==> config.mk <==
export PLATFORM = sky130hd
export DESIGN_NAME = fppt_ctrl
export DESIGN_NICKNAME = d
export VERILOG_FILES = /design/src/design/fppt_pkg.sv /design/src/design/fppt_timer.sv /design/src/design/fppt_ctrl.sv
export SDC_FILE = /design/constraint.sdc
export NUM_CORES = 1
export LEC_CHECK = 0
export ABC_CLOCK_PERIOD_IN_PS = 7400
export BUFFER_PORTS_ARGS = -buffer_cell sky130_fd_sc_hd__buf_4
export CORE_UTILIZATION = 45
export DETAILED_ROUTE_END_ITERATION = 8
export GPL_TIMING_DRIVEN = 0
export SYNTH_ARGS = -nofsm -noshare
export SYNTH_HDL_FRONTEND = slang
export SYNTH_SLANG_ARGS = --single-unit
==> constraint.sdc <==
create_clock -name clk -period 7.4 [get_ports clk]
set_clock_uncertainty 0.2 [all_clocks]
set_input_delay 0.74 -clock clk [delete_from_list [all_inputs] [get_ports clk]]
set_output_delay 0.74 -clock clk [all_outputs]
set_load 0.03 [all_outputs]
==> src/design/fppt_pkg.sv <==
package fppt_pkg;

  // Register file addresses
  localparam logic [7:0] ADDR_CMD    = 8'h01;
  localparam logic [7:0] ADDR_PAGE   = 8'h02;
  localparam logic [7:0] ADDR_KHZ_HI = 8'h03;
  localparam logic [7:0] ADDR_KHZ_LO = 8'h04;

  // Command values written to the command register
  localparam logic [7:0] CMD_UNLOCK1    = 8'h73;
  localparam logic [7:0] CMD_UNLOCK2    = 8'h8c;
  localparam logic [7:0] CMD_PAGE_ERASE = 8'h95;
  localparam logic [7:0] CMD_GUARD_SEL  = 8'h5e;

  // Page select layout
  localparam int         INFO_BIT      = 7;
  localparam int         PAGE_W        = 7;
  localparam logic [7:0] INFO_PAGE_SEL = 8'h83;
  localparam int         MAIN_PAGE_LSB = 9;
  localparam int         INFO_PAGE_LSB = 6;
  localparam int         SECTOR_LSB    = 4;
  localparam int         SECTOR_W      = 3;
  localparam int         SMALL_SECTORS = 4;

  // Reset values
  localparam logic [7:0] PAGE_RESET  = 8'h00;
  localparam logic [7:0] GUARD_RESET = 8'h00;
  localparam logic [7:0] KHZ_RESET   = 8'h00;

  // Controller state field codes
  localparam logic [5:0] ST_LOCKED    = 6'h00;
  localparam logic [5:0] ST_FIRST     = 6'h01;
  localparam logic [5:0] ST_UNLOCKED  = 6'h03;
  localparam logic [5:0] ST_GUARD_SEL = 6'h04;
  localparam logic [5:0] ST_PROGRAM   = 6'h08;
  localparam logic [5:0] ST_ERASE     = 6'h10;

  // Timing, scaled by the kHz value
  localparam int          DUR_W         = 14;
  localparam int          PROG_TIME_US  = 30;
  localparam int          ERASE_TIME_MS = 10;
  localparam int          US_PER_MS     = 1000;
  localparam int          ERASE_TIME_US = ERASE_TIME_MS * US_PER_MS;
  localparam logic [16:0] KHZ_PER_MHZ   = 17'h0_03e8;

  typedef enum logic [2:0] {
    S_LOCKED, S_FIRST, S_UNLOCKED, S_GUARD_SEL, S_PROGRAM, S_ERASE
  } fppt_state_type;

  // Register file access from either initiator
  typedef struct packed {
    logic       wr;
    logic       rd;
    logic [7:0] addr;
    logic [7:0] wdata;
    logic       from_port;
  } fppt_reg_req_type;

  // Byte program request
  typedef struct packed {
    logic        valid;
    logic [15:0] addr;
    logic [7:0]  data;
    logic        from_port;
  } fppt_prog_req_type;

endpackage

==> src/design/fppt_timer.sv <==
`timescale 1ns/1ps
module fppt_timer #(
  parameter int DUR_W = 14
) (
  // Clock and reset
  input  wire logic             clk,
  input  wire logic             reset,
  // Control
  input  wire logic             start,
  input  wire logic [DUR_W-1:0] dur_us,
  input  wire logic [15:0]      khz,
  // Status
  output logic                  busy,
  output logic                  done
);

  typedef struct packed {
    logic             busy;
    logic             done;
    logic [15:0]      acc;
    logic [DUR_W-1:0] left;
  } fppt_timer_state_type;

  fppt_timer_state_type st_ff;
  fppt_timer_state_type nxt_st;
  logic [16:0]          acc_sum;
  logic                 us_tick;

  // Fractional divider: 1000 per cycle against kHz gives one tick per microsecond
  always_comb begin
    nxt_st = st_ff;
    nxt_st.done = 1'b0;
    acc_sum = {1'b0, st_ff.acc} + fppt_pkg::KHZ_PER_MHZ;
    us_tick = acc_sum >= {1'b0, khz};
    if (start) begin
      nxt_st.busy = 1'b1;
      nxt_st.acc = 16'h0000;
      nxt_st.left = dur_us;
    end else if (st_ff.busy) begin
      if (us_tick) begin
        // Below 1 MHz the clock is unsupported; keep the accumulator bounded
        nxt_st.acc = (khz >= fppt_pkg::KHZ_PER_MHZ[15:0]) ? 16'(acc_sum - {1'b0, khz}) : 16'h0000;
        if (st_ff.left <= DUR_W'(1)) begin
          nxt_st.busy = 1'b0;
          nxt_st.done = 1'b1;
        end else begin
          nxt_st.left = st_ff.left - DUR_W'(1);
        end
      end else begin
        nxt_st.acc = acc_sum[15:0];
      end
    end
  end

  // State register
  always_ff @(posedge clk) begin
    if (reset) begin
      st_ff <= '0;
    end else begin
      st_ff <= nxt_st;
    end
  end

  assign busy = st_ff.busy;
  assign done = st_ff.done;

endmodule // fppt_timer

==> src/design/fppt_ctrl.sv <==
// Notes on behaviour
// - Shared address goes to guard after 5EH.
// - Top page bit selects main or info.
// - Main erase clears page addr[15:9].
// - Main program needs addr[15:9] match.
// - CPU info-area program or erase ignored.
// - Info operations need page select 83H.
// - Info program needs addr[12:6] match.
// - Guard bit blocks CPU ops in sector.
// - Port operations ignore all guard bits.
// - Guard bits reset zero, stick once set.
// - Small variant uses low four guard bits.
// - Two bytes form kHz timing value.
// - Program about 30 us, erase 10 ms.
// - Track initiator of each page erase and program request.
// - Unlock needs 73H then 8CH.
// - Invalid command returns to locked.
// - 95H third write erases selected page.
`timescale 1ns/1ps
module fppt_ctrl #(
  parameter bit LARGE_VARIANT = 1'b1,
  parameter int PROG_US       = fppt_pkg::PROG_TIME_US,
  parameter int ERASE_US      = fppt_pkg::ERASE_TIME_US
) (
  // Clock and reset
  input  wire logic                        clk,
  input  wire logic                        reset,
  // Register file access
  input  fppt_pkg::fppt_reg_req_type       reg_req,
  output logic [7:0]                       reg_rdata,
  // Byte program request
  input  fppt_pkg::fppt_prog_req_type      prog_req,
  // Flash array control
  output logic                             flash_prog,
  output logic                             flash_erase,
  output logic                             flash_info,
  output logic [15:0]                      flash_addr,
  output logic [7:0]                       flash_data,
  // Operation status
  output logic                             op_from_port,
  output logic                             op_done,
  output logic                             op_rejected
);

  typedef struct packed {
    fppt_pkg::fppt_state_type st;
    logic [7:0]               page;
    logic [7:0]               guard;
    logic [7:0]               khz_hi;
    logic [7:0]               khz_lo;
    logic [7:0]               rdata;
    logic                     prog;
    logic                     erase;
    logic                     info;
    logic [15:0]              faddr;
    logic [7:0]               fdata;
    logic                     from_port;
    logic                     start;
    logic [fppt_pkg::DUR_W-1:0] dur;
    logic                     done;
    logic                     reject;
  } fppt_ctrl_state_type;

  fppt_ctrl_state_type st_ff;
  fppt_ctrl_state_type nxt_st;
  logic [7:0]          guard_eff;
  logic [15:0]         khz;
  logic                tmr_done;
  logic                tmr_busy;
  logic                cmd_wr;
  logic                page_wr;
  logic                erase_ok;
  logic                prog_ok;

  // Small variant drops the upper four sectors from the check
  // sector bit masking
  for (genvar i = 0; i < 8; i++) begin : g_guard
    assign guard_eff[i] = st_ff.guard[i] & (LARGE_VARIANT | (i < fppt_pkg::SMALL_SECTORS));
  end

  assign khz = {st_ff.khz_hi, st_ff.khz_lo};

  // Permission check shared by program and page erase
  function automatic logic op_allowed(input logic        is_erase,
                                      input logic        from_port,
                                      input logic [15:0] addr,
                                      input logic [7:0]  page,
                                      input logic [7:0]  geff);
    logic [6:0] pg;
    logic       ok;
    pg = page[fppt_pkg::PAGE_W-1:0];
    ok = 1'b0;
    if (page[fppt_pkg::INFO_BIT]) begin
      ok = from_port && (page == fppt_pkg::INFO_PAGE_SEL);
      if (!is_erase && (addr[fppt_pkg::INFO_PAGE_LSB +: fppt_pkg::PAGE_W] != pg)) begin
        ok = 1'b0;
      end
    end else begin
      if (!is_erase) begin
        pg = addr[fppt_pkg::MAIN_PAGE_LSB +: fppt_pkg::PAGE_W];
        ok = (pg == page[fppt_pkg::PAGE_W-1:0]);
      end else begin
        ok = 1'b1;
      end
      if (!from_port && geff[pg[fppt_pkg::SECTOR_LSB +: fppt_pkg::SECTOR_W]]) begin
        ok = 1'b0;
      end
    end
    return ok;
  endfunction

  // Status field encoding of the controller state
  function automatic logic [5:0] state_code(input fppt_pkg::fppt_state_type s);
    logic [5:0] c;
    c = fppt_pkg::ST_LOCKED;
    case (s)
      fppt_pkg::S_FIRST:     c = fppt_pkg::ST_FIRST;
      fppt_pkg::S_UNLOCKED:  c = fppt_pkg::ST_UNLOCKED;
      fppt_pkg::S_GUARD_SEL: c = fppt_pkg::ST_GUARD_SEL;
      fppt_pkg::S_PROGRAM:   c = fppt_pkg::ST_PROGRAM;
      fppt_pkg::S_ERASE:     c = fppt_pkg::ST_ERASE;
      default:               c = fppt_pkg::ST_LOCKED;
    endcase
    return c;
  endfunction

  assign cmd_wr   = reg_req.wr && (reg_req.addr == fppt_pkg::ADDR_CMD);
  assign page_wr  = reg_req.wr && (reg_req.addr == fppt_pkg::ADDR_PAGE);
  assign erase_ok = op_allowed(1'b1, reg_req.from_port, 16'h0000, st_ff.page, guard_eff);
  assign prog_ok  = op_allowed(1'b0, prog_req.from_port, prog_req.addr, st_ff.page, guard_eff);

  // Duration timer, one microsecond tick derived from the kHz value
  // kHz scaled cycle count
  fppt_timer #(
    .DUR_W  (fppt_pkg::DUR_W)
  ) u_timer (
    .clk    (clk),
    .reset  (reset),
    .start  (st_ff.start),
    .dur_us (st_ff.dur),
    .khz    (khz),
    .busy   (tmr_busy),
    .done   (tmr_done)
  );

  // Next state: kHz bytes first, then command, program and timer traffic, then page select and read data
  always_comb begin
    nxt_st = st_ff;
    nxt_st.start = 1'b0;
    nxt_st.done = 1'b0;
    nxt_st.reject = 1'b0;
    // Frequency bytes are plain storage; software loads kHz before use
    if (reg_req.wr && reg_req.addr == fppt_pkg::ADDR_KHZ_HI) begin
      nxt_st.khz_hi = reg_req.wdata;
    end else if (reg_req.wr && reg_req.addr == fppt_pkg::ADDR_KHZ_LO) begin
      nxt_st.khz_lo = reg_req.wdata;
    end
    case (st_ff.st)
      fppt_pkg::S_LOCKED: begin
        if (cmd_wr && reg_req.wdata == fppt_pkg::CMD_UNLOCK1) begin
          nxt_st.st = fppt_pkg::S_FIRST;
        end else if (cmd_wr && reg_req.wdata == fppt_pkg::CMD_GUARD_SEL) begin
          nxt_st.st = fppt_pkg::S_GUARD_SEL;
        end
      end
      fppt_pkg::S_FIRST: begin
        if (cmd_wr) begin
          nxt_st.st = (reg_req.wdata == fppt_pkg::CMD_UNLOCK2) ? fppt_pkg::S_UNLOCKED : fppt_pkg::S_LOCKED;
        end
      end
      fppt_pkg::S_UNLOCKED: begin
        if (cmd_wr && reg_req.wdata == fppt_pkg::CMD_PAGE_ERASE) begin
          nxt_st.from_port = reg_req.from_port;
          if (erase_ok) begin
            nxt_st.st = fppt_pkg::S_ERASE;
            nxt_st.erase = 1'b1;
            nxt_st.info = st_ff.page[fppt_pkg::INFO_BIT];
            nxt_st.faddr = st_ff.page[fppt_pkg::INFO_BIT] ?
                           {3'b000, st_ff.page[fppt_pkg::PAGE_W-1:0], 6'b00_0000} :
                           {st_ff.page[fppt_pkg::PAGE_W-1:0], 9'h000};
            nxt_st.start = 1'b1;
            nxt_st.dur = fppt_pkg::DUR_W'(ERASE_US);
          end else begin
            nxt_st.st = fppt_pkg::S_LOCKED;
            nxt_st.reject = 1'b1;
          end
        end else if (cmd_wr) begin
          nxt_st.st = fppt_pkg::S_LOCKED;
        end else if (prog_req.valid) begin
          nxt_st.from_port = prog_req.from_port;
          if (prog_ok) begin
            nxt_st.st = fppt_pkg::S_PROGRAM;
            nxt_st.prog = 1'b1;
            nxt_st.info = st_ff.page[fppt_pkg::INFO_BIT];
            nxt_st.faddr = prog_req.addr;
            nxt_st.fdata = prog_req.data;
            nxt_st.start = 1'b1;
            nxt_st.dur = fppt_pkg::DUR_W'(PROG_US);
          end else begin
            nxt_st.reject = 1'b1;
          end
        end
      end
      fppt_pkg::S_GUARD_SEL: begin
        if (page_wr) begin
          nxt_st.guard = st_ff.guard | reg_req.wdata;
          nxt_st.st = fppt_pkg::S_LOCKED;
        end else if (cmd_wr) begin
          nxt_st.st = fppt_pkg::S_LOCKED;
        end
      end
      fppt_pkg::S_PROGRAM: begin
        // Controller stays unlocked so further bytes can follow
        if (tmr_done) begin
          nxt_st.st = fppt_pkg::S_UNLOCKED;
          nxt_st.prog = 1'b0;
          nxt_st.done = 1'b1;
        end
      end
      fppt_pkg::S_ERASE: begin
        if (tmr_done) begin
          nxt_st.st = fppt_pkg::S_LOCKED;
          nxt_st.erase = 1'b0;
          nxt_st.done = 1'b1;
        end
      end
      default: nxt_st.st = fppt_pkg::S_LOCKED;
    endcase
    // page select unless guard armed; frozen while an operation runs
    if (page_wr && st_ff.st != fppt_pkg::S_GUARD_SEL && !st_ff.prog && !st_ff.erase) begin
      nxt_st.page = reg_req.wdata;
    end
    // Read data; the shared address shows the guard while it is armed
    nxt_st.rdata = 8'h00;
    if (reg_req.rd) begin
      if (reg_req.addr == fppt_pkg::ADDR_CMD) begin
        nxt_st.rdata = {2'b00, state_code(st_ff.st)};
      end else if (reg_req.addr == fppt_pkg::ADDR_PAGE) begin
        nxt_st.rdata = (st_ff.st == fppt_pkg::S_GUARD_SEL) ? st_ff.guard : st_ff.page;
      end else if (reg_req.addr == fppt_pkg::ADDR_KHZ_HI) begin
        nxt_st.rdata = st_ff.khz_hi;
      end else if (reg_req.addr == fppt_pkg::ADDR_KHZ_LO) begin
        nxt_st.rdata = st_ff.khz_lo;
      end
    end
  end

  // State register
  always_ff @(posedge clk) begin
    if (reset) begin
      st_ff <= '0;
      st_ff.st <= fppt_pkg::S_LOCKED;
      st_ff.page <= fppt_pkg::PAGE_RESET;
      st_ff.guard <= fppt_pkg::GUARD_RESET;
      st_ff.khz_hi <= fppt_pkg::KHZ_RESET;
      st_ff.khz_lo <= fppt_pkg::KHZ_RESET;
    end else begin
      st_ff <= nxt_st;
    end
  end

  // Outputs straight from the state register
  assign reg_rdata    = st_ff.rdata;
  assign flash_prog   = st_ff.prog;
  assign flash_erase  = st_ff.erase;
  assign flash_info   = st_ff.info;
  assign flash_addr   = st_ff.faddr;
  assign flash_data   = st_ff.fdata;
  assign op_from_port = st_ff.from_port;
  assign op_done      = st_ff.done;
  assign op_rejected  = st_ff.reject;
endmodule // fppt_ctrl

**After elaboration in Yosys (flattened, before gate mapping)**

Cells that the tools add are included.
Widths: inputs -> output; s select.

- $add $sub $neg: 3
- $lt $le $gt $ge: 5
- Equality and inequality tests: 33
- Mux-type cells: 62
- Bitwise logic cells: 9
- Reductions and logical operators: 41

Operator list:

| kind | count |
|---|---|
| $mux 41 | 2 |
| $mux 16 | 4 |
| $mux 14 | 3 |
| $mux 3 | 12 |
| $mux 32 | 1 |
| $mux 8 | 4 |
| $mux 15 | 2 |
| $mux 25 | 1 |
| $pmux 5 s5 | 1 |
| $eq 8x8->1 const B | 3 |
| $mux 1 | 20 |
| $mux 18 | 1 |
| $ne 2x2->1 const B | 9 |
| $pmux 3 s6 | 1 |
| $add 16x10->17 const B | 1 |
| $ge 17x16->1 | 1 |
| $mux 17 | 1 |
| $eq 8x2->1 const B | 2 |
| $eq 8x7->1 const B | 2 |
| $ge 16x10->1 const B | 1 |
| $sub 16x16->16 | 1 |
| $le 14x1->1 const B | 1 |
| $logic_and 1x1->1 | 14 |
| $sub 14x1->14 const B | 1 |
| other kinds (31) | 64 |

- Register bits: 120
- Bits of input ports: 47
- Output and inout bits: 38
- Logic and storage cells: 174

**Depth between registers and ports, before layout**

Gate-level depths: netlist of the first run.

- Depth in word-level cells: 11
- Mapped depth: 16
- Gate-level depth less buffers: 13

**Hierarchy**

From an unflattened synthesis of the first run, not the netlist that was laid out.

- Cells, all modules: 815
- Area, all modules: 6746.5 um^2

Modules (own cells, without submodules):

| module | instances | cells an instance | area an instance (um^2) | sequential area each (um^2) |
|---|---|---|---|---|
| fppt_ctrl | 1 | 453 | 4015.1 | 1541.5 |
| fppt_timer | 1 | 362 | 2731.4 | 640.6 |

**Least setup slack after synthesis of the first run**

Ideal clock, no wire load.

- Path kind: register to register
- Start point: register u_timer.st_ff[19] in the netlist's numbering
- End point: register u_timer.st_ff[18] in the netlist's numbering
- Library setup time: 0.074 ns
- Data arrival time: 3.903 ns
- Data required time: 7.126 ns
- Path slack: 3.223 ns
- Stages on the path, launching flop included: 16
- Path buffers: 2
- Clock period less this slack: 4.177 ns
- Cells stage by stage: dfxtp_1 > clkbuf_1 > or4_1 > o31ai_1 > inv_1 > and3_1 > xor2_1 > ha_1 > nand4_1 > nor4_1 > nor4_1 > o21ai_1 > clkbuf_1 > nor2_1 > or4_1 > a31oi_1

- Word-level cells in the longest chain between the ends: 3

RTL lines:

| what | RTL line | text |
|---|---|---|
| from (decl) | fppt_timer.sv:24 | `fppt_timer_state_type st_ff;` |
| from (signal assigned) | fppt_timer.sv:60 | `st_ff <= nxt_st;` |
| $add 16x10->17 | fppt_timer.sv:33 | `acc_sum = {1'b0, st_ff.acc} + fppt_pkg::KHZ_PER_MHZ;` |
| $ge 17x16->1 | fppt_timer.sv:34 | `us_tick = acc_sum >= {1'b0, khz};` |
| $mux 16 | fppt_timer.sv:40 | `if (us_tick) begin` |

No other way between the ends.
A chain may end at the register's enable or synchronous reset.

**Worst setup path after layout of the first run**

- Start point: register u_timer.st_ff[19] in the netlist's numbering
- End point: register u_timer.st_ff[27] in the netlist's numbering

- Word-level cells in the longest chain between the ends: 4
- Elaborated cells between the ends (all ways): 5
- Classes of those cells: 2 x add/sub; 1 x order compare; 2 x mux

RTL lines:

| what | RTL line | text |
|---|---|---|
| $add 16x10->17 (*) | fppt_timer.sv:33 |  |
| $sub 16x16->16 | fppt_timer.sv:42 | `nxt_st.acc = (khz >= fppt_pkg::KHZ_PER_MHZ[15:0]) ? 16'(acc_sum - {1'b0, khz}) : 16'h0000;` |
| $mux 16 | fppt_timer.sv:42 |  |
| $mux 16 (*) | fppt_timer.sv:40 |  |

Every way passes the cells marked *; elsewhere a longest branch is shown, timed or not.

==> results of run 1 <==
## synthesized netlist by cell type, types with 8 or more instances
cell	instances	area, sq um
ha_1	19	238
a211oi_1	14	105
a31oi_1	16	100
clkbuf_1	36	135
o31ai_1	8	60.1
nand2_1	89	334
o21ai_0	28	140
a21oi_1	79	395
xnor2_1	15	131
inv_1	31	116
nand3_1	44	220
mux2i_1	17	170
nor4_1	15	93.8
xor2_1	25	219
o21a_1	11	82.6
nand4_1	10	62.6
buf_4	32	240
dfxtp_1	109	2180
nand2b_1	9	56.3
nor2_1	82	308
nor3_1	20	100
## final timing paths
| check | cells past startpoint | start | slack (ns) | end |
|---|---|---|---|---|
| max | 16 | u_timer.st_ff[19] | 2.25 | u_timer.st_ff[27] |
| min reg2reg | 2 | khz[10] | 0.25 | khz[10] |
| max reg2reg | 16 | u_timer.st_ff[19] | 2.25 | u_timer.st_ff[27] |
| min | 2 | khz[10] | 0.25 | khz[10] |
## area by class of cell
| cell class | count | share of cell area (%) |
|---|---|---|
| Buffer | 74 | 5.31 |
| Inverter | 31 | 1.51 |
| Sequential cell | 109 | 28.4 |
| Multi-Input combinational cell | 613 | 49.6 |
| Clock buffer | 10 | 3.11 |
| Clock inverter | 5 | 1.11 |
| Timing Repair Buffer | 83 | 8.10 |
| Tap cell | 180 | 2.93 |
## worst register-to-register path, stage by stage (launching register included)
cell and delay [ns]:
dfxtp_1 0.30, clkbuf_1 0.18, or4_1 0.58, o31ai_1 0.53, inv_1 0.12, and3_1 0.22, xor2_1 0.18, ha_1 0.43
nand4_1 0.21, nor4_1 0.34, nor4_1 0.11, o21ai_1 0.26, clkbuf_1 0.42, or2_2 0.23, clkbuf_1 0.39, nand3_1 0.19
a31oi_1 0.19
## logic make-up after synthesis
| logic type | Yosys count | synth area share (%) |
|---|---|---|
| and+or+nand+nor | 312 | 22.9 |
| AOI/OAI and AO/OA | 214 | 21.2 |
| DFF | 109 | 33.5 |
| buffers and inverters | 105 | 8.05 |
| xor gates and xnor gates | 40 | 5.38 |
| muxes | 27 | 5.03 |
| adders and majority gates | 20 | 3.96 |
## report_power, final
group,switching [mW],leakage [nW],internal [mW],total [mW]
Sequential,0.000166,0.877,0.586,0.586
Combinational,0.0349,2.01,0.0241,0.0590
Clock,0.221,0.155,0.305,0.526
Total,0.256,3.04,0.916,1.17
## state kept, by name, summed over array words and instances, names as in the netlist
name           count
u_timer.st_ff     30
flash_addr        16
khz               16
st_ff             15
flash_data         8
guard_eff          8
reg_rdata          8
flash_erase        1
flash_info         1
flash_prog         1
op_done            1
op_from_port       1
op_rejected        1
u_timer.busy       1
u_timer.done       1
## metrics by stage
stage / power (mW) / util (%) / setup slack (ns) / instance area, sq um
after floorplan: 0.621 / - / 3.22 / 6520
after global placement: 0.658 / 52.6 / 2.45 / 7360
after detailed placement: 0.659 / 52.6 / 2.41 / 7360
after CTS: 1.18 / 55.0 / 2.38 / 7690
after global routing: 1.21 / 55.0 / 1.90 / 7690
final: 1.17 / 55.0 / 2.25 / 7690
## routing by layer
| metal | share of wire (%) | track usage (%) | vias up |
|---|---|---|---|
| met5 | 0 | 0 | - |
| met4 | 2.5 | 11.1 | 0 |
| met3 | 5.2 | 4.04 | 30 |
| met2 | 44 | 41.2 | 201 |
| met1 | 49 | 37.3 | 2981 |
| li1 | - | - | 3139 |
==> impl_results.md, run 1 <==
- Antenna-violating nets left: 0
- Ys async rst share: 0%
- Peak supply drop: 0.113 mV
- Largest buffer count on any clock path: 2
- Max Fclk: 194 MHz
- DRC violations left: 0
- Worst path bufs/invs: 4
- Largest net degree at the start of global routing: 18
- Clk_lat worst skew: 0.35 ns
- TritonCTS buffer count: 9
- Sequential fraction of the synthesis area: 33.5%
- Area Growth Syn to Fin: 18.0%
- Die area: 15000 sq um
- CP cell instances: clkbuf_1, or4_1, o31ai_1, inv_1, and3_1, xor2_1, ha_1, nand4_1, nor4_1, nor4_1, o21ai_1, clkbuf_1, or2_2, clkbuf_1, nand3_1, a31oi_1
- Max_slew headroom: 22.5%
- Clk Tree Root Cell: clkbuf_16
- Outcome: finished clean
- Core area: 14000 sq um
- Register area: 2180 sq um
- Number of synthesized flops with an enable pin: 0
- Vias: 6351
- Tightest Pin Transition: 1.15 ns
- Share of layout cells above drive strength 1: 16.5%
- Routed WL: 19100 um
- CP Data Arrival Time: 5.23 ns
- Routed vias/inst: 5.75
- Slew Limit Fails: 0
- Iteration count of the initial detailed-routing pass: 6
- Most frequent cells in the layout: buf_4 (115), dfxtp_1 (109), nand2_1 (89), nor2_1 (82), a21oi_1 (79)
- Req. time, crit path: 7.48 ns
- Layout net count: 988
- Finish-stage setup viols: 0
- Final Hold Fails: 0
- Pwr dens: 152 nW/um^2
- Net count after synthesis: 894
- Post-CTS Hold Buffers: 0
- Synth cell types: 67
- Non-Filler Instances: 1105
- CP max stage delay: 0.58 ns
- Min cycle time layout: 5.15 ns
- Clk slew on worst S/H paths: 0.07 ns
- Post-CTS repair timing setup buffer count: 0
- Hold Slack: 0.251 ns
- Critical path's slowest cell: or4_1
- Total gr overflow: 0
- Final period util: 69.6%
- Initial antenna violation count: 0
- # diodes: 0
- Setup TNS: 0 ns
- Post_cts resized: 0
- Setup CP Type: reg -> reg
- Multi-input logic area: 3810 sq um
- CTS tree: built
- # fillers: 1366
- Mapped Avg Cell Area: 7.88 sq um
- Die width: 122 um
- Post-detail-place hpwl: 14800 um
- Input/output buffers: 83
- Commonest non-fill, non-tap cell in the layout: buf_4
- First-pass GRT wire length: 31000 um
- Family with the most delay on the worst path: simple AND/OR/NAND/NOR gates
- WL/cell: 17.3 um
- Chip height: 122 um
- CP max FO: 10
- CTS sink cnt: 109
- Tot GR Track Use: 26.8%
- Initial DRC count: 557
- Mapped Cells: 827
- Critical Path Most Common Cell: clkbuf_1
- RD Place Congestion: 0.904
- H-tree Lvls: 3
- Flops & latches, synth: 109
- Cell Rows: 43
- Initial core utilization: 46.6%
- Worst setup SP type: flip-flop
- Dpl cells: 1090
- Leak pwr: 3.04 nW
- Vias in the first global route: 5976
- # Max-Cap Violations: 0
- RSZ-0062 raised after global routing: no
- CP endpoint kind: flip-flop
- Hold crit path type: reg -> reg
- Total I/O pin count: 85
- Mapped Area: 6520 sq um
- Ys flop type: dfxtp_1
- Yosys warnings: 0
(Power assumes the default switching activity.)
==> run 2: changes to the inputs <==
--- a/config.mk
+++ b/config.mk
@@ -5,11 +5,13 @@
 export SDC_FILE = /design/constraint.sdc
 export NUM_CORES = 1
 export LEC_CHECK = 0
-export ABC_CLOCK_PERIOD_IN_PS = 7400
+export ABC_AREA = 1
+export ABC_CLOCK_PERIOD_IN_PS = 4500
 export BUFFER_PORTS_ARGS = -buffer_cell sky130_fd_sc_hd__buf_4
 export CORE_UTILIZATION = 45
 export DETAILED_ROUTE_END_ITERATION = 8
 export GPL_TIMING_DRIVEN = 0
+export PLACE_DENSITY = 0.67
 export SYNTH_ARGS = -nofsm -noshare
 export SYNTH_HDL_FRONTEND = slang
 export SYNTH_SLANG_ARGS = --single-unit
==> constraint.sdc (replaced) <==
create_clock -name clk -period 4.5 [get_ports clk]
set_clock_uncertainty 0.2 [all_clocks]
set_input_delay 0.45 -clock clk [delete_from_list [all_inputs] [get_ports clk]]
set_output_delay 0.45 -clock clk [all_outputs]
set_load 0.03 [all_outputs]
==> impl_results.md, run 2 <==
- Mapped Area: 7150 sq um
- Req. time, crit path: 4.55 ns
- CP max FO: 10
- Post_cts resized: 0
- Setup TNS: 0 ns
- Post-detail-place hpwl: 16000 um
- Design area: 8340 sq um
- Setup CP Type: reg -> reg
- Final Hold Fails: 0
- Leak pwr: 3.95 nW
- # Max-Cap Violations: 0
- Synth top area cells: dfxtp_1 (31%), nand2_1 (12%), nor2_1 (7.9%)
- Flops & latches, synth: 109
- Ys async rst share: 0%
- Hold path cells: 3
- # diodes: 0
- Place WS: 1.25 ns
- Layout net count: 1256
- Leading area contributor after synthesis: dfxtp_1
- CP endpoint kind: flip-flop
- Core area: 15400 sq um
- Commonest non-fill, non-tap cell in the layout: nand2_1
- Mapped Avg Cell Area: 6.53 sq um
- Min cycle time layout: 3.26 ns
- Vias: 7284
- Placed Area: 8030 sq um
- Worst R2R Start: u_timer.st_ff[17]
- Non-Filler Instances: 1405
- Sequential fraction of the synthesis area: 30.5%
- Hold Startpoint: prog_req[8]
- Outcome: finished clean
- Largest buffer count on any clock path: 2
- Initial antenna violation count: 0
- Initial DRC count: 598
- Hold Slack: 0.111 ns
- Chip height: 128 um
- Post-CTS repair timing setup buffer count: 0
- Tot Pwr: 2.15 mW
- RSZ-0062 raised after global routing: no
- Iteration count of the initial detailed-routing pass: 5
- Share of layout cells above drive strength 1: 16.2%
- Yosys warnings: 0
- Clk slew on worst S/H paths: 0.07 ns
- Input/output buffers: 82
- Largest net degree at the start of global routing: 18
- Vias in the first global route: 6818
- Slew Limit Fails: 0
- Total gr overflow: 0
- Final worst slack: 1.24 ns
- Post-CTS Hold Buffers: 0
- Worst flop-to-flop path endpoint: u_timer.st_ff[8]
- Hold crit path type: in -> reg
- CTS sink cnt: 109
- Pwr dens: 258 nW/um^2
- Total I/O pin count: 85
- Peak supply drop: 0.293 mV
- Max_slew headroom: 51.6%
- Family with the most delay on the worst path: simple AND/OR/NAND/NOR gates
- Metal3 WL: 1610 um
- Die width: 128 um
- Finish-stage setup viols: 0
- Routed wl met2: 9190 um
- Most frequent cells after synthesis: nand2_1 (236), nor2_1 (151), inv_1 (117), dfxtp_1 (109), a21oi_1 (101)
- Routed WL: 20700 um
- Antenna-violating nets left: 0
- Synth cell types: 53
- CP Data Arrival Time: 3.31 ns
- Met1 wire length: 9750 um
- RD Place Congestion: 0.943
- Top routing layer used: met4
- Reg2Reg Setup Slack: 1.24 ns
- Clk Tree Root Cell: clkbuf_16
- Worst reg-to-reg path cell count: 18
- Initial core utilization: 46.5%
- Number of synthesized flops with an enable pin: 0
- TritonCTS buffer count: 9
- Net count after synthesis: 1163
- Routed vias/inst: 5.18
- Top reg by flops: u_timer.st_ff
- Ys flop type: dfxtp_1
- Mapped Cells: 1096
- WL/cell: 14.8 um
- Worst Hold Path EP: flash_data[7]
- Most instantiated library cell after synthesis: nand2_1
- Worst setup SP type: flip-flop
- First-pass GRT wire length: 34100 um
- Clk_lat worst skew: 0.36 ns
- Critical path's slowest cell: dfxtp_1
- Area Growth Syn to Fin: 16.5%
- CP max stage delay: 0.37 ns
- DRC violations left: 0
- CP cell instances: ha_1, nor2_1, nand2_1, nand3_1, nor2_1, xor2_1, ha_1, nand2_1, nor2_1, nand4_1, nand2_1, nor2_2, nand3_4, nand4_4, buf_6, nand3_1, nand2_1, nor2_1
- Most frequent cells in the layout: nand2_1 (236), nor2_1 (151), inv_1 (117), buf_4 (116), dfxtp_1 (109)
- Tot GR Track Use: 26.5%
- Max Fclk: 307 MHz
- CTS tree: built
- Cell Rows: 45
- Worst path bufs/invs: 1
- Final Util: 54.2%
- Dpl cells: 1389
- Final period util: 72.4%
- Tightest Pin Transition: 0.726 ns
- Die area: 16400 sq um
- Flip-flop count of the largest register after layout: 30
- H-tree Lvls: 3
- Synth top area share: 30.5%
## run 2: final cells by class
cell class	instances	area (sq um)
plain buffers	66	438
clock buffers	11	243
clock inverters	5	60.1
fillers	1615	7040
inverters	130	493
multi-input cells	791	4040
flip-flops and latches	109	2180
well taps	211	264
repair buffers	82	616
## run 2: power by group
part           total, mW  internal, mW  switching (mW)
sequential         0.996         0.978          0.0176
combinational      0.321         0.114           0.207
clock              0.833         0.449           0.384
total               2.15          1.54           0.609
## run 2: per-layer routing
metal,track usage (%),vias to the layer above
met1,35.5,3290
met2,43.2,246
met5,0,-
met3,6.47,20
met4,5.26,0
li1,-,3728
## run 2: cells by family after synthesis
| logic type | Yosys count | share of synthesized area [%] |
|---|---|---|
| simple gates | 520 | 32.6 |
| flops | 109 | 30.5 |
| xor+xnor | 26 | 3.18 |
| buf+inv | 196 | 13.0 |
| compound gates | 225 | 17.1 |
| fa+ha+maj | 20 | 3.60 |
## run 2: tightest hold or removal path, stage by stage
cell	delay [ns]
buf_4	0.08
nor2_1	0.03
nor2_1	0.08
## run 2: worst max path at each step
stage                     cells after the start  slack (ns)               from           endpoint
after floorplan                              15        1.69  u_timer.st_ff[17]   u_timer.st_ff[5]
after global placement                       18        1.28  u_timer.st_ff[18]  u_timer.st_ff[11]
after detailed placement                     18        1.25  u_timer.st_ff[17]  u_timer.st_ff[11]
after CTS                                    18        1.24  u_timer.st_ff[17]  u_timer.st_ff[11]
after global routing                         18        0.97  u_timer.st_ff[18]   u_timer.st_ff[8]
final                                        18        1.24  u_timer.st_ff[17]   u_timer.st_ff[8]
